### src/hdl/ptbl_pkg.sv
/*
  Constants and carrier types for the paper tape boot loader.
  Assumes a single 100 MHz clock and an active-low asynchronous reset.
*/
package ptbl_pkg;

  // ----------------------------------------
  // Sizes and layout
  // ----------------------------------------
  localparam int unsigned CHAR_W      = 8;
  localparam int unsigned WORD_W      = 32;
  localparam int unsigned DEV_ADDR_W  = 6;
  localparam int unsigned MEM_ADDR_W  = 16;
  localparam int unsigned CHAR_TOTAL  = 256;
  localparam int unsigned WORD_TOTAL  = 64;
  localparam int unsigned CHARS_PER_W = 4;
  localparam int unsigned CCNT_W      = 8;
  localparam int unsigned FIFO_DEPTH  = 16;

  // ----------------------------------------
  // Fixed values
  // ----------------------------------------
  localparam logic [DEV_ADDR_W-1:0] TAPE_CHANNEL   = 6'h00;
  localparam logic [CCNT_W-1:0]     CCNT_RESET     = 8'h00;
  localparam logic [CCNT_W-1:0]     CCNT_LAST      = 8'hFF;
  localparam logic [MEM_ADDR_W-1:0] TABLE_BASE_RST = 16'h0100;

  // Character arriving from the channel scanner
  typedef struct packed {
    logic [DEV_ADDR_W-1:0] dev_addr;
    logic [CHAR_W-1:0]     data;
  } ptbl_scan_char_t;

  // Word written into the buffer table
  typedef struct packed {
    logic [MEM_ADDR_W-1:0] addr;
    logic [WORD_W-1:0]     data;
  } ptbl_mem_wr_t;

  typedef enum logic [1:0] {
    ST_IDLE,
    ST_LOAD,
    ST_DRAIN,
    ST_START
  } ptbl_state_t;

  // Word address in the table (base plus word index) for a given character count
  function automatic logic [MEM_ADDR_W-1:0] word_addr(
    input logic [MEM_ADDR_W-1:0] base,
    input logic [CCNT_W-1:0]     ccnt
  );
    word_addr = base + {{(MEM_ADDR_W-CCNT_W+2){1'b0}}, ccnt[CCNT_W-1:2]};
  endfunction

endpackage

### src/hdl/ptbl_fifo.sv
/*
  Parameterised synchronous FIFO with valid/ready on both sides.
  Assumes the same clock and reset as its user.
*/
`timescale 1ns/100ps
module ptbl_fifo #(
  parameter int unsigned WIDTH = 8,
  parameter int unsigned DEPTH = 16
) (
  // Clock and reset
  input  wire logic             clk,
  input  wire logic             rstn,
  // Fill side
  input  wire logic             in_valid,
  output logic                  in_ready,
  input  wire logic [WIDTH-1:0] in_data,
  // Drain side
  output logic                  out_valid,
  input  wire logic             out_ready,
  output logic [WIDTH-1:0]      out_data
);
  localparam int unsigned AW = $clog2(DEPTH);

  logic [WIDTH-1:0] mem_q [DEPTH];
  logic [AW-1:0]    wr_q;
  logic [AW-1:0]    rd_q;
  logic [AW:0]      cnt_q;
  logic             push;
  logic             pop;

  assign in_ready  = (cnt_q != DEPTH[AW:0]);
  assign out_valid = (cnt_q != '0);
  assign out_data  = mem_q[rd_q];
  assign push      = in_valid && in_ready;
  assign pop       = out_valid && out_ready;

  always_ff @(posedge clk)
  begin
    if (push)
    begin
      mem_q[wr_q] <= in_data;
    end
  end

  always_ff @(posedge clk or negedge rstn)
  begin
    if (!rstn)
    begin
      wr_q  <= '0;
      rd_q  <= '0;
      cnt_q <= '0;
    end
    else
    begin
      if (push)
      begin
        wr_q <= wr_q + 1'b1;
      end
      if (pop)
      begin
        rd_q <= rd_q + 1'b1;
      end
      cnt_q <= cnt_q + {{AW{1'b0}}, push} - {{AW{1'b0}}, pop};
    end
  end

  fifo_bound_a: assert property (@(posedge clk) disable iff (!rstn)
    cnt_q <= DEPTH[AW:0])
    else $error("fifo count beyond depth");

endmodule

### src/hdl/ptbl_packer.sv
/*
  Packs four characters into one word, lowest character in the low byte.
  Assumes characters arrive in address order and clear precedes a load.
*/
`timescale 1ns/100ps
module ptbl_packer
  import ptbl_pkg::*;
(
  // Clock and reset
  input  wire logic              clk,
  input  wire logic              rstn,
  // Control
  input  wire logic              clear,
  // Character in
  input  wire logic              char_en,
  input  wire logic [CHAR_W-1:0] char_data,
  input  wire logic [1:0]        char_lane,
  // Word out
  output logic                   word_done,
  output logic [WORD_W-1:0]      word_data
);
  logic [WORD_W-1:0] acc_q;
  logic              done_q;

  assign word_done = done_q;
  assign word_data = acc_q;

  always_ff @(posedge clk or negedge rstn)
  begin
    if (!rstn)
    begin
      acc_q  <= '0;
      done_q <= 1'b0;
    end
    else
    begin
      done_q <= char_en && (char_lane == 2'h3);
      if (clear)
      begin
        acc_q <= '0;
      end
      else if (char_en)
      begin
        acc_q[char_lane*CHAR_W +: CHAR_W] <= char_data;
      end
    end
  end

endmodule

### src/hdl/ptbl_loader.sv
/*
  Paper tape boot loader: on the load key, reads 256 tape characters,
  packs them into 64 buffer table words and starts the processor there.
  Assumes a valid/ready scanner and a memory that writes while mem_ready is high.
*/
`timescale 1ns/100ps
module ptbl_loader
  import ptbl_pkg::*;
(
  // Clock and reset
  input  wire logic                  clk,
  input  wire logic                  rstn,
  // Operator console
  input  wire logic                  load_key,
  input  wire logic [MEM_ADDR_W-1:0] table_base,
  // Channel scanner
  input  wire logic                  scan_valid,
  output logic                       scan_ready,
  input  wire ptbl_scan_char_t       scan_char,
  output logic                       scan_lock,
  output logic [DEV_ADDR_W-1:0]      scan_channel,
  output logic                       reader_run,
  // Memory write port
  output logic                       mem_wr,
  output ptbl_mem_wr_t               mem_wr_pkt,
  input  wire logic                  mem_ready,
  // Processor control
  output logic                       load_lock,
  output logic                       char_count_mode,
  output logic                       pc_load,
  output logic [MEM_ADDR_W-1:0]      pc_value,
  output logic                       run_mode,
  output logic                       halt_light
);

  // ----------------------------------------
  // State
  // ----------------------------------------
  ptbl_state_t           st_q;
  logic [CCNT_W-1:0]     input_table_location_counter_q;
  logic [MEM_ADDR_W-1:0] base_q;
  logic [6:0]            words_q;
  logic                  key_q;
  logic                  lock_q;
  logic                  reader_q;
  logic                  pc_load_q;
  logic [MEM_ADDR_W-1:0] pc_q;
  logic                  run_q;
  logic                  mem_wr_q;
  ptbl_mem_wr_t          mem_pkt_q;
  logic                  key_rise;
  logic                  take;
  logic                  feed;
  logic [CCNT_W-1:0]     fed_q;
  logic              f_out_valid;
  logic              f_out_ready;
  logic [CHAR_W-1:0] f_out_data;
  logic              f_in_ready;
  logic              w_done;
  logic [WORD_W-1:0] w_data;

  assign key_rise = load_key && !key_q;
  // ----------------------------------------
  // Character buffer
  // ----------------------------------------
  // only the character bits enter the buffer
  ptbl_fifo #(
    .WIDTH (CHAR_W),
    .DEPTH (FIFO_DEPTH)
  ) u_fifo (
    .clk       (clk),
    .rstn      (rstn),
    .in_valid  (scan_valid && reader_q),
    .in_ready  (f_in_ready),
    .in_data   (scan_char.data),
    .out_valid (f_out_valid),
    .out_ready (f_out_ready),
    .out_data  (f_out_data)
  );

  // Memory back-pressure stalls the drain, so the FIFO can fill
  assign f_out_ready = (st_q == ST_LOAD || st_q == ST_DRAIN) && mem_ready && !mem_wr_q;
  assign take        = f_out_valid && f_out_ready;
  assign scan_ready  = f_in_ready && reader_q;
  assign feed        = scan_valid && scan_ready;

  ptbl_packer u_pack (
    .clk       (clk),
    .rstn      (rstn),
    .clear     (key_rise && !lock_q),
    .char_en   (take),
    .char_data (f_out_data),
    .char_lane (input_table_location_counter_q[1:0]),
    .word_done (w_done),
    .word_data (w_data)
  );

  // ----------------------------------------
  // Key edge
  // ----------------------------------------
  always_ff @(posedge clk or negedge rstn)
  begin
    if (!rstn)
    begin
      key_q <= 1'b0;
    end
    else
    begin
      key_q <= load_key;
    end
  end

  // ----------------------------------------
  // Sequencer
  // ----------------------------------------
  always_ff @(posedge clk or negedge rstn)
  begin
    if (!rstn)
    begin
      st_q <= ST_IDLE;
    end
    else
    begin
      case (st_q)
        ST_IDLE:
        begin
          if (key_rise)
          begin
            st_q <= ST_LOAD;
          end
        end
        ST_LOAD:
        begin
          if (take && input_table_location_counter_q == CCNT_LAST)
          begin
            st_q <= ST_DRAIN;
          end
        end
        ST_DRAIN:
        begin
          // Wait for the last packed word to reach memory
          if (words_q == WORD_TOTAL[6:0] && !mem_wr_q)
          begin
            st_q <= ST_START;
          end
        end
        ST_START:
        begin
          st_q <= ST_IDLE;
        end
      endcase
    end
  end

  // ----------------------------------------
  // Load lock and table base capture
  // ----------------------------------------
  always_ff @(posedge clk or negedge rstn)
  begin
    if (!rstn)
    begin
      lock_q <= 1'b0;
      base_q <= TABLE_BASE_RST;
    end
    else
    begin
      // lock on key, presses ignored while locked
      if (st_q == ST_IDLE && key_rise)
      begin
        lock_q <= 1'b1;
        base_q <= table_base;
      end
      else if (st_q == ST_START)
      begin
        lock_q <= 1'b0;
      end
    end
  end

  // ----------------------------------------
  // Character address counter
  // ----------------------------------------
  always_ff @(posedge clk or negedge rstn)
  begin
    if (!rstn)
    begin
      input_table_location_counter_q <= CCNT_RESET;
    end
    else
    begin
      if (st_q == ST_IDLE && key_rise)
      begin
        input_table_location_counter_q <= CCNT_RESET;
      end
      // one step per character, upward from zero
      else if (take)
      begin
        input_table_location_counter_q <= input_table_location_counter_q + 8'h01;
      end
    end
  end

  // ----------------------------------------
  // Scanner and reader control
  // ----------------------------------------
  always_ff @(posedge clk or negedge rstn)
  begin
    if (!rstn)
    begin
      reader_q <= 1'b0;
      fed_q    <= CCNT_RESET;
    end
    else
    begin
      if (st_q == ST_IDLE && key_rise)
      begin
        reader_q <= 1'b1;
        fed_q    <= CCNT_RESET;
      end
      // stop at the 256th accepted character, so no spare ones sit in the FIFO
      else if (feed)
      begin
        fed_q <= fed_q + 8'h01;
        if (fed_q == CCNT_LAST)
        begin
          reader_q <= 1'b0;
        end
      end
    end
  end

  // ----------------------------------------
  // Word writes
  // ----------------------------------------
  always_ff @(posedge clk or negedge rstn)
  begin
    if (!rstn)
    begin
      mem_wr_q  <= 1'b0;
      mem_pkt_q <= '0;
      words_q   <= '0;
    end
    else
    begin
      if (st_q == ST_IDLE && key_rise)
      begin
        words_q <= '0;
      end
      if (w_done)
      begin
        mem_wr_q       <= 1'b1;
        mem_pkt_q.data <= w_data;
        mem_pkt_q.addr <= word_addr(base_q, input_table_location_counter_q - 8'h01);
      end
      else if (mem_wr_q && mem_ready)
      begin
        mem_wr_q <= 1'b0;
        words_q  <= words_q + 7'h01;
      end
    end
  end

  // ----------------------------------------
  // Run control
  // ----------------------------------------
  always_ff @(posedge clk or negedge rstn)
  begin
    if (!rstn)
    begin
      pc_load_q <= 1'b0;
      pc_q      <= '0;
      run_q     <= 1'b0;
    end
    else
    begin
      pc_load_q <= 1'b0;
      // jump to table start; run, halt light off
      if (st_q == ST_START)
      begin
        pc_load_q <= 1'b1;
        pc_q      <= base_q;
        run_q     <= 1'b1;
      end
      else if (st_q == ST_IDLE && key_rise)
      begin
        run_q <= 1'b0;
      end
    end
  end

  assign scan_lock       = lock_q;
  assign scan_channel    = TAPE_CHANNEL;
  assign reader_run      = reader_q;
  assign mem_wr          = mem_wr_q;
  assign mem_wr_pkt      = mem_pkt_q;
  assign load_lock       = lock_q;
  assign char_count_mode = lock_q;
  assign pc_load         = pc_load_q;
  assign pc_value        = pc_q;
  assign run_mode        = run_q;
  assign halt_light      = !run_q;

  // ----------------------------------------
  // Checks
  // ----------------------------------------
  key_lock_a: assert property (@(posedge clk) disable iff (!rstn)
    (st_q == ST_IDLE && key_rise) |=> lock_q && input_table_location_counter_q == CCNT_RESET)
    else $error("load key did not lock and clear");
  scan_hold_a: assert property (@(posedge clk) disable iff (!rstn)
    reader_q |-> lock_q && scan_channel == TAPE_CHANNEL)
    else $error("reader running without scanner hold");
  char_step_a: assert property (@(posedge clk) disable iff (!rstn)
    take |=> input_table_location_counter_q == $past(input_table_location_counter_q) + 8'h01)
    else $error("counter did not step per character");
  lane_order_a: assert property (@(posedge clk) disable iff (!rstn)
    (take && input_table_location_counter_q[1:0] == 2'h0) |=>
      u_pack.acc_q[7:0] == $past(f_out_data))
    else $error("first character not in low lane");
  char_only_a: assert property (@(posedge clk) disable iff (!rstn)
    (w_done && !mem_wr_q) |=> mem_pkt_q.data == $past(w_data))
    else $error("stored word differs from packed characters");
  start_jump_a: assert property (@(posedge clk) disable iff (!rstn)
    (st_q == ST_START) |=> pc_load_q && pc_q == base_q && !lock_q && run_q)
    else $error("start did not jump and release");
  word_count_a: assert property (@(posedge clk) disable iff (!rstn)
    (st_q == ST_START) |-> words_q == WORD_TOTAL[6:0])
    else $error("wrong word total");
  run_light_a: assert property (@(posedge clk) disable iff (!rstn)
    halt_light == !run_mode)
    else $error("halt light disagrees with run mode");
  reader_stop_a: assert property (@(posedge clk) disable iff (!rstn)
    (take && input_table_location_counter_q == CCNT_LAST) |=> !reader_q ##1 !reader_q)
    else $error("reader still running after last character");

endmodule

### config.mk
export PLATFORM = sky130hd
export DESIGN_NAME = ptbl_loader
export DESIGN_NICKNAME = d
export VERILOG_FILES = /design/src/hdl/ptbl_pkg.sv /design/src/hdl/ptbl_fifo.sv /design/src/hdl/ptbl_packer.sv /design/src/hdl/ptbl_loader.sv
export SDC_FILE = /design/constraint.sdc
export NUM_CORES = 1
export LEC_CHECK = 0
export ABC_AREA = 1
export CAP_MARGIN = 25
export CORE_MARGIN = 5
export CORE_UTILIZATION = 57
export CTS_CLUSTER_SIZE = 14
export DETAILED_ROUTE_END_ITERATION = 6
export DONT_BUFFER_PORTS = 1
export PLACE_DENSITY = 0.78
export SLEW_MARGIN = 20
export SYNTH_ARGS = -nofsm -noshare
export SYNTH_HDL_FRONTEND = slang
export SYNTH_SLANG_ARGS = --single-unit
### constraint.sdc
create_clock -name clk -period 2.49 [get_ports clk]
set_input_delay 0.249 -clock clk [delete_from_list [all_inputs] [get_ports clk]]
set_output_delay 0.249 -clock clk [all_outputs]
set_load 0.05 [all_outputs]
# [Word-level counts from Yosys, hierarchy flattened]
# Memory sizes are Yosys's and may differ from the RTL's.
# Cells that the tools add are included.
[totals] reg_bits=157 latch_bits=0 ramBits=128 romBits=0 in_bits=35 output_inout_bits=79 wordCells=98 n_memories=1
[memory_table] name="u_fifo.mem_q" words=16 width=8 rd=1 rd_ports_with_merged_regs=0 write_ports=1 line="ptbl_fifo.sv:24" source="logic [WIDTH-1:0] mem_q [DEPTH];"
[op_classes] add_sub_neg=10 n_mul=0 n_div=0 magnitude_cmp=0 n_eq_ne=11 n_shift=2 n_mux=26 bitwise_logic=0 reduce_logical=29
[op_table] op="2-to-1 mux 32 bit" n=2
[op_table] op="negation 5 -> 34 bit" n=1
[op_table] op="variable shift 8 x 34 -> 32 bit (first input constant)" n=1
[op_table] op="variable part select 8 x 34 -> 32 bit" n=1
[op_table] op="bitwise mux 32 bit" n=1
[op_table] op="2-to-1 mux 8 bit" n=4
[op_table] op="2-to-1 mux 7 bit" n=3
[op_table] op="adder 16 x 6 -> 16 bit" n=1
[op_table] op="adder 8 x 1 -> 8 bit (second input constant)" n=2
[op_table] op="== test 8 bit (second input constant)" n=2
[op_table] op="logical AND 1 bit" n=14
[op_table] op="2-to-1 mux 1 bit" n=12
[op_table] op="nonzero test 2 bit" n=6
[op_table] op="adder 4 x 1 -> 4 bit (second input constant)" n=2
[op_table] op="case mux 2 bit (4 select lines)" n=1
[op_table] op="subtractor 8 x 1 -> 8 bit (second input constant)" n=1
[op_table] op="adder 7 x 1 -> 7 bit (second input constant)" n=1
[op_table] op="== test 7 bit (second input constant)" n=1
[op_table] op="== test 2 bit (second input constant)" n=3
[op_table] op="2-to-1 mux 2 bit" n=3
[op_table] op="adder 5 x 1 -> 5 bit" n=1
[op_table] op="inequality test 5 bit (second input constant)" n=1
[op_table] op="nonzero test 5 bit" n=1
[op_table] op="subtractor 5 x 1 -> 5 bit" n=1
[op_table] op="8 further kinds" n=12

# [Depth between registers and ports, before layout]
# Gate-level depths: netlist of run 1.
[depth] depth_word=8 mapped_depth=16 depth_no_buf=15

# [By module]
# From an unflattened synthesis of run 1, not the netlist that was laid out.
[hier_totals] hier_cells=1459 hier_area_um2=13071.3
[modules_own_cells] module="ptbl_fifo" instances=1 cells_per_inst=605 area_per_inst_um2=6200.9 seq_area_each_um2=4169.0
[modules_own_cells] module="ptbl_loader" instances=1 cells_per_inst=661 area_per_inst_um2=5356.4 seq_area_each_um2=2778.9
[modules_own_cells] module="ptbl_packer" instances=1 cells_per_inst=193 area_per_inst_um2=1514.0 seq_area_each_um2=825.8

# [Worst setup path before layout of run 1]
# OpenSTA, ideal clock, no wires.
[synth_path] kind="reg2reg" startpoint="register st_q[0]" endpoint="register u_fifo.cnt_q[4]" setup_ns=0.079 arrival_ns=2.495 t_required_ns=2.411 setup_slack_ns=-0.084 stages_incl_launch_ff=16 path_buffers=1 period_less_slack_ns=2.574 cell_sequence="dfrtp_1 inv_1 ha_1 nand2_1 nor2_1 nand2_2 inv_2 buf_6 ha_1 inv_1 ha_1 fa_1 a21oi_1 nor2_1 nor2_1 xor2_1"
[synth_between] elab_chain_cells=6 elab_cells_between_ends=7 classes_between="1 x add/sub; 2 x eq/ne; 4 x reduce/logical"
[synth_lines] element="start, declared" line="ptbl_loader.sv:39" source="ptbl_state_t st_q;"
[synth_lines] element="start signal, assigned" line="ptbl_loader.sv:120" source="st_q <= ST_IDLE;"
[synth_lines] element="start signal, assigned" line="ptbl_loader.sv:129" source="st_q <= ST_LOAD;"
[synth_lines] element="start signal, assigned" line="ptbl_loader.sv:136" source="st_q <= ST_DRAIN;"
[synth_lines] element="== test 2 x 1 -> 1 bit or == test 2 bit (tied branches)" line="ptbl_loader.sv:82" source="assign f_out_ready = (st_q == ST_LOAD || st_q == ST_DRAIN) && mem_ready && !mem_wr_q;"
[synth_lines] element="logical OR 1 bit *" line="ptbl_loader.sv:82"
[synth_lines] element="logical AND 1 bit * (2 in series)" line="ptbl_loader.sv:82"
[synth_lines] element="logical AND 1 bit *"
[synth_lines] element="net take" line="ptbl_loader.sv:52" source="logic take;"
[synth_lines] element="subtractor 5 x 1 -> 5 bit *" line="ptbl_fifo.sv:63" source="cnt_q <= cnt_q + {{AW{1'b0}}, push} - {{AW{1'b0}}, pop};"
[synth_lines] element="end signal, assigned" line="ptbl_fifo.sv:63"
[synth_lines] element="end, declared" line="ptbl_fifo.sv:27" source="logic [AW:0] cnt_q;"
# Mark *: on every way through the listed nets, which the timed path passes. The rest lies on a longest branch.
# A chain may end at the register's enable or synchronous reset.

# [Final worst setup path of run 1]
[layout_path] startpoint="register st_q[0]" endpoint="register u_fifo.cnt_q[4]"
[layout_between] elab_chain_cells=6 elab_cells_between_ends=7 classes_between="1 x add/sub; 2 x eq/ne; 4 x reduce/logical"
[layout_lines] element="== test 2 x 1 -> 1 bit or == test 2 bit (tied branches)" line="ptbl_loader.sv:82"
[layout_lines] element="logical OR 1 bit *" line="ptbl_loader.sv:82"
[layout_lines] element="logical AND 1 bit * (2 in series)" line="ptbl_loader.sv:82"
[layout_lines] element="logical AND 1 bit *" line="ptbl_fifo.sv:35" source="assign pop = out_valid && out_ready;"
[layout_lines] element="subtractor 5 x 1 -> 5 bit *" line="ptbl_fifo.sv:63"
# Every way passes the cells marked *; elsewhere a longest branch is shown, timed or not.

==> flow_metrics.env, run 1 <==
export IMPL_status="finished with violations"
export IMPL_failed_checks="hold timing"
export IMPL_dieArea_um2=25800
export IMPL_crit_family="adder cells"
export IMPL_rows=55
export IMPL_rr_startpoint="st_q[0]$_DFFE_PN0P_"
export IMPL_synth_edf_count=128
export IMPL_port_buffers=0
export IMPL_cts_buffers=28
export IMPL_setup_violations=0
export IMPL_gr_total_overflow=0
export IMPL_path_cells="inv_2 > ha_4 > nand2_2 > nor2_4 > nand2_2 > inv_4 > ha_4 > inv_1 > ha_2 > fa_2 > a21oi_2 > nor2_1 > nor2_1 > xor2_1"
export IMPL_cp_end_kind="register"
export IMPL_arrival_ns=2.85
export IMPL_drt_iter0_drc=885
export IMPL_routed_wl_mm=28.8
export IMPL_cts_hold_buf=26
export IMPL_clkSinkCount=285
export IMPL_nFillCells=1683
export IMPL_ys_async_sr_fraction=0.551
export IMPL_final_net_count=1515
export IMPL_dp_hpwl_mm=18.2
export IMPL_htree_levels=1
export IMPL_synth_seq_area_share=0.601
export IMPL_cap_violations=0
export IMPL_fin_util=0.653
export IMPL_die_y_um=161
export IMPL_ys_warn_count=0
export IMPL_max_stage_delay_ns=0.41
export IMPL_multi_input_area_um2=4290
export IMPL_maxSlewViolCount=0
export IMPL_fmax_ghz=0.418
export IMPL_cp_start_kind="register"
export IMPL_peakVddDrop_uv=728
export IMPL_post_place_ws_ns=0.00965
export IMPL_cp_num_buf_inv=3
export IMPL_yosys_most_used_dff="dfrtp_1"
export IMPL_fin_crit_sh=0.961
export IMPL_synthTopCellsByCount="512 x nand2_1, 156 x dfrtp_1, 155 x inv_1"
export IMPL_num_vias=9524
export IMPL_tightest_slew_ns=0.701
export IMPL_syn_inst=1402
export IMPL_setup_ws_ns=0.0974
export IMPL_grt_max_degree=158
export IMPL_hold_violations=157
export IMPL_fin_hold_ws_ns=-0.599
export IMPL_grt_usage=0.221
export IMPL_yosysMostFrequentCell="nand2_1"
export IMPL_power_density_nw_per_um2=1270
export IMPL_core_area_um2=22500
export IMPL_synth_top_area_cell="dfrtp_1"
export IMPL_yosysTopAreaCellShare=0.302
export IMPL_fin_crit_ns=2.39
export IMPL_crit_start="st_q[0]$_DFFE_PN0P_"
export IMPL_clk_latency_ns=0.54
export IMPL_clk_root_buffer_cell="clkbuf_16"
export IMPL_netlist_cell_type_count=38
export IMPL_seqCellArea_um2=7780
export IMPL_leakage_nw=7.05
export IMPL_layout_cells_non_filler=1756
export IMPL_area_delta_synth_final_pct=13.6
export IMPL_avgRoutedWirePerCell_um=16.4
export IMPL_path_clk_slew_ns=0.07
export IMPL_cp_slowest_cell="dfrtp_1"
export IMPL_dp_cells=1668
export IMPL_grt_antenna_before_repair=2
export IMPL_cts_tree="yes"
export IMPL_cp_max_fo=3
export IMPL_hold_class="input pin to async pin"
export IMPL_ys_ff_latch=285
export IMPL_die_w_um=161
export IMPL_drcViolationCount=0
export IMPL_timing_setup_tns_ns=0
export IMPL_path_class="register to register"
export IMPL_grt_pass1_vias=9284
export IMPL_dr_pass1_iters=5
export IMPL_synth_area_um2=12900
export IMPL_place_gp_congestion=0.840
export IMPL_syn_avg_cell_area_um2=9.22
export IMPL_finalClockSkew_ns=0.0131
export IMPL_ios=114
export IMPL_clk_path_buf_depth=3
export IMPL_drive_gt1_frac=0.0878
export IMPL_synth_area_leaders="dfrtp_1 30%, edfxtp_1 30%, nand2_1 15%"
export IMPL_grt_pass1_wl_mm=47.3
export IMPL_via_per_inst=5.42
export IMPL_slew_headroom=0.530
export IMPL_postRouteAntennaNets=0
export IMPL_initial_utilization=0.575
export IMPL_crit_required_ns=2.95
[cells in the final DEF, fill, tap and decap left out, types with 26 or more instances in the layout]
cell / instances
buf_4: 43
nor2_1: 50
ha_1: 26
dfrtp_1: 154
dlygate4sd3_1: 26
nand2_1: 509
edfxtp_1: 128
clkbuf_16: 29
o21ai_0: 43
inv_1: 151
nand4_1: 29
nand3_1: 136
[stage by stage]
stage / cell area, um^2 / power [W]
after floorplan: 13000 / 0.0123
after global placement: 13300 / 0.0135
after detailed placement: 13300 / 0.0137
after CTS: 14500 / 0.0183
after global routing: 14700 / 0.0198
final: 14700 / 0.0187
[sequential cells by signal, summed over array words and instances (netlist names), 2 cells and up]
name	flops
base_q	16
fed_q	8
input_table_location_counter_q	8
mem_wr_pkt	48
pc_value	16
st_q	2
u_fifo.cnt_q	5
u_fifo.mem_q	128
u_fifo.rd_q	4
u_fifo.wr_q	4
u_pack.word_data	32
words_q	7
[area by class of cell]
class,instances,share of cell area
diodes,2,0.000341
clock buffers,39,0.0533
clock inverters,12,0.0142
inverters,167,0.0430
multi-input cells,894,0.292
flip-flops and latches,285,0.529
well taps,285,0.0243
repair buffers,72,0.0438
[what timing repair did]
| item | in CTS | in global routing |
|---|---|---|
| resized for setup | 1 | 21 |
| setup buffers | 0 | 9 |
| pin swaps | 1 | 13 |
| cloned | 0 | 0 |
| endpoints found under the setup margin | 2 | 10 |
| hold endpoints to repair | 303 | 157 |
[power by group]
group / internal (W) / total, W / switching, W
Sequential: 0.00588 / 0.00789 / 0.00201
Clock: 0.00281 / 0.00453 / 0.00173
Combinational: 0.00214 / 0.00630 / 0.00415
[worst paths after layout]
kind | to | slack [ns] | cells past startpoint
worst max-delay path | u_fifo.cnt_q[4]$_DFF_PN0_ | 0.1 | 14
worst min-delay path | u_pack.word_data[28]$_DFFE_PN0P_ | -0.60 | 0
worst max register to register | u_fifo.cnt_q[4]$_DFF_PN0_ | 0.1 | 14
worst min register to register | u_pack.word_data[0]$_DFFE_PN0P_ | 0.48 | 2
max in group asynchronous | base_q[8]$_DFFE_PN1P_ | 2.84 | 0
min in group clk | u_fifo.cnt_q[0]$_DFF_PN0_ | 0.04 | 3
[kinds of logic after synthesis]
family	count (synthesis)	share of synthesized area
compound gates	81	0.0336
simple gates	752	0.241
xor+xnor	23	0.0156
flops	285	0.601
buf+inv	228	0.0761
other cells	1	0.000290
fa+ha+maj	32	0.0321
[layer usage]
layer	part of all wire	track usage	vias up
li1	-	-	4566
met1	0.41	0.300	4548
met2	0.49	0.378	358
met3	0.070	0.0354	52
met4	0.023	0.0544	0
met5	0	0	-
Note: power is estimated with default switching activity, not from simulation.
==> run 2, diff against run 1 <==
Settings changed: CORE_UTILIZATION 57 to 64, PLACE_DENSITY 0.78 to 0.83.
Clock period 2.49 ns to 2.5 ns, I/O delays scaled along.
==> run 2 against run 1 <==
The run still ends with hold timing left. Combinational power grew 3%. Worst setup slack lost 0.071 ns. Utilization grew 7.6 points. Count of clock-buffer cells in the layout shrank 2. Clock skew shrank 0.0047 ns. First-iteration DRC count grew 48%. Hold slack lost 0.012 ns. Sequential share of layout area grew 0.30 points. Cell count shrank 0.68%. Power shrank 0.31%. Critical path depth is the same. Clock power shrank 4.4%.
==> flow_metrics.env, run 2 (same netlist as run 1, synthesis figures left out) <==
export IMPL_status="finished with violations"
export IMPL_failed_checks="hold timing"
export IMPL_largest_reg_flops=128
export IMPL_setup_violations=0
export IMPL_fin_crit_sh=0.990
export IMPL_hold_class="input pin to async pin"
export IMPL_htree_levels=1
export IMPL_cap_violations=0
export IMPL_path_class="register to register"
export IMPL_leakage_nw=7.02
export IMPL_final_net_count=1519
export IMPL_peakVddDrop_uv=1170
export IMPL_multi_input_area_um2=4280
export IMPL_antenna_cells=0
export IMPL_cp_end_kind="register"
export IMPL_core_area_um2=20000
export IMPL_gr_total_overflow=0
export IMPL_die_w_um=152
export IMPL_avgRoutedWirePerCell_um=17.7
export IMPL_port_buffers=0
export IMPL_initial_utilization=0.645
export IMPL_cts_buffers=28
export IMPL_rows=52
export IMPL_wl_met2_mm=15.6
export IMPL_dieArea_um2=23100
export IMPL_clk_path_buf_depth=3
export IMPL_place_gp_congestion=0.853
export IMPL_routed_wl_mm=30.9
export IMPL_power_density_nw_per_um2=1280
export IMPL_dp_cells=1658
export IMPL_dr_pass1_iters=6
export IMPL_crit_required_ns=2.94
export IMPL_slew_headroom=0.466
export IMPL_cts_hold_buf=26
export IMPL_clk_latency_ns=0.55
export IMPL_dpl_cell_area_um2=13300
export IMPL_arrival_ns=2.91
export IMPL_grt_pass1_vias=9829
export IMPL_ios=114
export IMPL_dp_hpwl_mm=19.1
export IMPL_layout_common_cells="510 x nand2_1, 154 x dfrtp_1, 149 x inv_1, 136 x nand3_1, 128 x edfxtp_1"
export IMPL_grt_usage=0.259
export IMPL_die_y_um=152
export IMPL_grt_pass1_wl_mm=49.5
export IMPL_tightest_slew_ns=0.800
export IMPL_clkSinkCount=285
export IMPL_dr_max_layer_used="met4"
export IMPL_nFillCells=1308
export IMPL_seqPwrFrac=0.420
export IMPL_fin_hold_ws_ns=-0.610
export IMPL_pwr_share_comb=0.348
export IMPL_postRouteAntennaNets=0
export IMPL_drcViolationCount=0
export IMPL_switchingPower_w=0.00817
export IMPL_path_clk_slew_ns=0.07
export IMPL_grt_antenna_before_repair=0
export IMPL_fmax_ghz=0.404
export IMPL_grt_max_degree=158
export IMPL_via_per_inst=5.70
export IMPL_cp_max_fo=7
export IMPL_final_common_cell="nand2_1"
export IMPL_power_switching_share=0.438
export IMPL_seqCellArea_um2=7780
export IMPL_timing_setup_tns_ns=0
export IMPL_drive_gt1_frac=0.0909
export IMPL_met3WireLength_mm=2.50
export IMPL_hold_violations=157
export IMPL_power_frac_clock=0.232
export IMPL_cts_tree="yes"
export IMPL_layout_cells_non_filler=1744
export IMPL_clk_root_buffer_cell="clkbuf_16"
export IMPL_top_register="u_fifo.mem_q"
export IMPL_maxSlewViolCount=0
export IMPL_drt_iter0_drc=1312
export IMPL_fin_crit_ns=2.47
export IMPL_cp_start_kind="register"
export IMPL_stdcell_area_um2=14600
export IMPL_finalClockSkew_ns=0.00843
export IMPL_p_int_w=0.0105
export IMPL_num_vias=9939
export IMPL_area_delta_synth_final_pct=13.0
export IMPL_met1_length_mm=11.8
-- run 2: cell count changes in the layout (fill, tap and decap cells not counted), sizes merged --
cell	change
buf	+4
clkinv	+2
clkbuf	-2
bufinv	-2
clkinvlp	+3
diode	-2
-- run 2: final timing paths --
path                       slack, ns  cells past startpoint                                     startpoint                         endpoint
hold reg to reg                 0.48                      2                u_pack.word_data[6]$_DFFE_PN0P_  u_pack.word_data[6]$_DFFE_PN0P_
setup / recovery                0.03                     14  input_table_location_counter_q[0]$_DFFE_PN0P_       mem_wr_pkt[45]$_DFFE_PN0P_
min in group clk                0.05                      4                                      mem_ready             words_q[0]$_DFF_PN0_
hold / removal                 -0.61                      0                                           rstn            base_q[7]$_DFFE_PN0P_
max in group asynchronous       2.84                      0                                           rstn       u_fifo.wr_q[1]$_DFFE_PN0N_
setup reg to reg                0.03                     14  input_table_location_counter_q[0]$_DFFE_PN0P_       mem_wr_pkt[45]$_DFFE_PN0P_
-- run 2: stage by stage --
stage,hold slack (ns),setup WS [ns],util,power (W)
after floorplan,-0.0456,0.00270,-,0.0122
after global placement,-0.0401,0.0888,0.661,0.0134
after detailed placement,-0.0415,-0.0311,0.661,0.0138
after CTS,-0.621,0.0000455,0.722,0.0183
after global routing,-0.621,-0.0576,0.729,0.0197
final,-0.610,0.0260,0.729,0.0187
-- run 2: power by group through the flow --
stage / logic, W / clock network [W] / registers (W)
4_1_cts: 0.00611 / 0.00436 / 0.00781
2_1_floorplan: 0.00447 / 0 / 0.00771
3_3_place_gp: 0.00561 / 0 / 0.00784
6_report: 0.00650 / 0.00433 / 0.00783
3_5_place_dp: 0.00589 / 0 / 0.00789
5_1_grt: 0.00722 / 0.00457 / 0.00793
-- run 2: critical path: stages, from the launching register on --
cell and delay [ns]:
dfrtp_1 0.39, inv_2 0.15, ha_2 0.22, nand3_2 0.12, nor3_2 0.17, xor2_1 0.26
ha_1 0.27, nand2_1 0.08, nand2_1 0.07, a21boi_2 0.19, nand2_2 0.12, nand2_1 0.09
o21ai_0 0.10, nand3_1 0.09, nand2_1 0.05
-- run 2: cell type report --
type                    count  share of cell area
clock inverters            15              0.0137
clock buffers              37              0.0516
repair buffers             76              0.0435
inverters                 167              0.0431
multi-input cells         894               0.293
flip-flops and latches    285               0.532
well taps                 270              0.0231
-- run 2: repair_timing --
item,4_1_cts,5_1_grt
endpoints found under the setup margin,2,11
resized for setup,1,22
setup buffers,1,7
pin swaps,1,10
endpoints found under the hold margin,303,157
-- run 2: per-layer routing --
layer	track usage	up-vias
met2	0.450	503
met5	0	-
li1	-	4578
met1	0.336	4783
met3	0.0403	75
met4	0.0839	0
==> run 3, diff against run 2 <==
Settings changed: REMOVE_ABC_BUFFERS set to 1.
==> run 3 against run 2 <==
The flow still finishes with violations (hold timing). Global-route usage decreased by 0.98 points. Count of clock-buffer cells in the layout increased by 2. Clock skew increased by 0.0055 ns. Via count decreased by 2.4%. Register-to-register slack improved by 0.07 ns. Die area unchanged. Hold slack improved by 0.012 ns. Cell count decreased by 0.29%. Critical endpoint is now mem_wr_pkt[37]$_DFFE_PN0P_. Largest cell class unchanged.
==> flow_metrics.env, run 3 (same netlist as run 1, synthesis figures left out) <==
export IMPL_die_y_um=152
export IMPL_cp_num_buf_inv=2
export IMPL_maxSlewViolCount=0
export IMPL_peakVddDrop_uv=766
export IMPL_num_vias=9700
export IMPL_die_w_um=152
export IMPL_power_density_nw_per_um2=1250
export IMPL_pwr_share_comb=0.346
export IMPL_drt_iter0_drc=882
export IMPL_final_net_count=1514
export IMPL_cp_max_fo=5
export IMPL_max_stage_delay_ns=0.45
export IMPL_dpl_cell_area_um2=13200
export IMPL_path_cells="inv_4 > ha_4 > nand3_4 > nor3_2 > xor2_1 > ha_1 > buf_4 > nand3_1 > nand3_1 > nand2_1 > nand2_1 > o21ai_0"
export IMPL_timing_setup_tns_ns=0
export IMPL_path_clk_slew_ns=0.06
export IMPL_rows=52
export IMPL_switchingPower_w=0.00794
export IMPL_cp_slowest_cell="dfrtp_2"
export IMPL_fmax_ghz=0.417
export IMPL_cts_hold_buf=26
export IMPL_clk_path_buf_depth=3
export IMPL_grt_usage=0.249
export IMPL_cts_tree="yes"
export IMPL_gr_total_overflow=0
export IMPL_place_gp_congestion=0.907
export IMPL_initial_utilization=0.645
export IMPL_layout_common_cells="510 x nand2_1, 154 x dfrtp_1, 152 x inv_1, 136 x nand3_1, 128 x edfxtp_1"
export IMPL_p_int_w=0.0103
export IMPL_core_area_um2=20000
export IMPL_fin_hold_ws_ns=-0.598
export IMPL_clkSinkCount=285
export IMPL_cts_buffers=28
export IMPL_failed_checks="hold timing"
export IMPL_power_switching_share=0.435
export IMPL_seqPwrFrac=0.429
export IMPL_avgRoutedWirePerCell_um=16.9
export IMPL_top_register="u_fifo.mem_q"
export IMPL_path_class="register to register"
export IMPL_hold_class="input pin to async pin"
export IMPL_setup_violations=0
export IMPL_grt_pass1_vias=9637
export IMPL_drive_gt1_frac=0.0859
export IMPL_final_common_cell="nand2_1"
export IMPL_port_buffers=0
export IMPL_tightest_slew_ns=0.772
export IMPL_fin_crit_sh=0.960
export IMPL_routed_wl_mm=29.4
export IMPL_cap_violations=0
export IMPL_leakage_nw=6.99
export IMPL_dr_pass1_iters=6
export IMPL_power_frac_clock=0.225
export IMPL_drcViolationCount=0
export IMPL_via_per_inst=5.58
export IMPL_clk_latency_ns=0.54
export IMPL_arrival_ns=2.84
export IMPL_ios=114
export IMPL_area_delta_synth_final_pct=12.4
export IMPL_largest_reg_flops=128
export IMPL_stdcell_area_um2=14500
export IMPL_clk_root_buffer_cell="clkbuf_16"
export IMPL_cp_end_kind="register"
export IMPL_postRouteAntennaNets=0
export IMPL_hold_violations=157
export IMPL_dieArea_um2=23100
export IMPL_finalClockSkew_ns=0.0140
export IMPL_slew_headroom=0.484
export IMPL_dp_hpwl_mm=17.8
export IMPL_cp_start_kind="register"
export IMPL_grt_pass1_wl_mm=47.8
export IMPL_crit_family="simple AND/OR/NAND/NOR gates"
export IMPL_grt_max_degree=158
export IMPL_htree_levels=1
export IMPL_fin_crit_ns=2.40
export IMPL_grt_antenna_before_repair=2
export IMPL_crit_required_ns=2.94
export IMPL_status="finished with violations"
-- run 3: power by group through the flow --
stage	sequential, W	clock [W]	combinational (W)
finish	0.00782	0.00411	0.00631
global route	0.00792	0.00436	0.00703
CTS	0.00780	0.00415	0.00594
detailed placement	0.00787	0	0.00575
global placement	0.00784	0	0.00551
floorplan	0.00800	0	0.00380
-- run 3: what timing repair did --
action / 4_1_cts / 5_1_grt
endpoints found under the setup margin: 3 / 12
endpoints found under the hold margin: 303 / 157
setup buffers: 1 / 4
resized for setup: 1 / 24
pin swaps: 2 / 10
-- run 3: worst reg2reg max path, cell delays in order (launching register included) --
cell     delay [ns]
dfrtp_2        0.45
inv_4          0.09
ha_4           0.16
nand3_4        0.09
nor3_2         0.19
xor2_1         0.27
ha_1           0.35
buf_4          0.17
nand3_1        0.07
nand3_1        0.09
nand2_1        0.08
nand2_1        0.07
o21ai_0        0.22
-- run 3: layout make-up --
| class | count | area, um^2 |
|---|---|---|
| diodes | 2 | 5.00 |
| fillers | 1334 | 5510 |
| clock inverters | 11 | 81.3 |
| flip-flops and latches | 285 | 7780 |
| multi-input cells | 894 | 4280 |
| inverters | 167 | 629 |
| clock buffers | 39 | 825 |
| well taps | 270 | 338 |
| repair buffers | 71 | 598 |
-- run 3: path summary, 6_finish.rpt --
| path | from | end | cells past startpoint | slack [ns] |
|---|---|---|---|---|
| setup / recovery | input_table_location_counter_q[1]$_DFFE_PN0P_ | mem_wr_pkt[37]$_DFFE_PN0P_ | 12 | 0.1 |
| hold / removal | rstn | mem_wr_pkt[16]$_DFFE_PN0P_ | 0 | -0.60 |
| setup reg to reg | input_table_location_counter_q[1]$_DFFE_PN0P_ | mem_wr_pkt[37]$_DFFE_PN0P_ | 12 | 0.1 |
| hold reg to reg | u_pack.word_data[25]$_DFFE_PN0P_ | u_pack.word_data[25]$_DFFE_PN0P_ | 2 | 0.48 |
| max in group asynchronous | rstn | base_q[8]$_DFFE_PN1P_ | 0 | 2.82 |
| min in group clk | scan_valid | u_fifo.cnt_q[0]$_DFF_PN0_ | 3 | 0.06 |
-- run 3: metrics by stage --
| step | std cells | utilization | hold slack, ns | total power (W) | setup WS, ns |
|---|---|---|---|---|---|
| 2_1_floorplan | 1346 | - | -0.0456 | 0.0118 | -0.222 |
| 3_3_place_gp | 1656 | 0.660 | -0.0421 | 0.0133 | 0.127 |
| 3_5_place_dp | 1656 | 0.660 | -0.0414 | 0.0136 | 0.0206 |
| 4_1_cts | 1733 | 0.719 | -0.617 | 0.0179 | 0.0287 |
| 5_1_grt | 1738 | 0.725 | -0.612 | 0.0193 | -0.0356 |
| 6_report | 1739 | 0.725 | -0.598 | 0.0182 | 0.0997 |
-- run 3: routing by layer --
| metal | up-vias | wire [um] | GRT usage |
|---|---|---|---|
| li1 | 4561 | - | - |
| met4 | 2 | 857 | 0.0762 |
| met5 | - | 11 | 0 |
| met3 | 83 | 2460 | 0.0463 |
| met2 | 444 | 15000 | 0.438 |
| met1 | 4610 | 11000 | 0.316 |
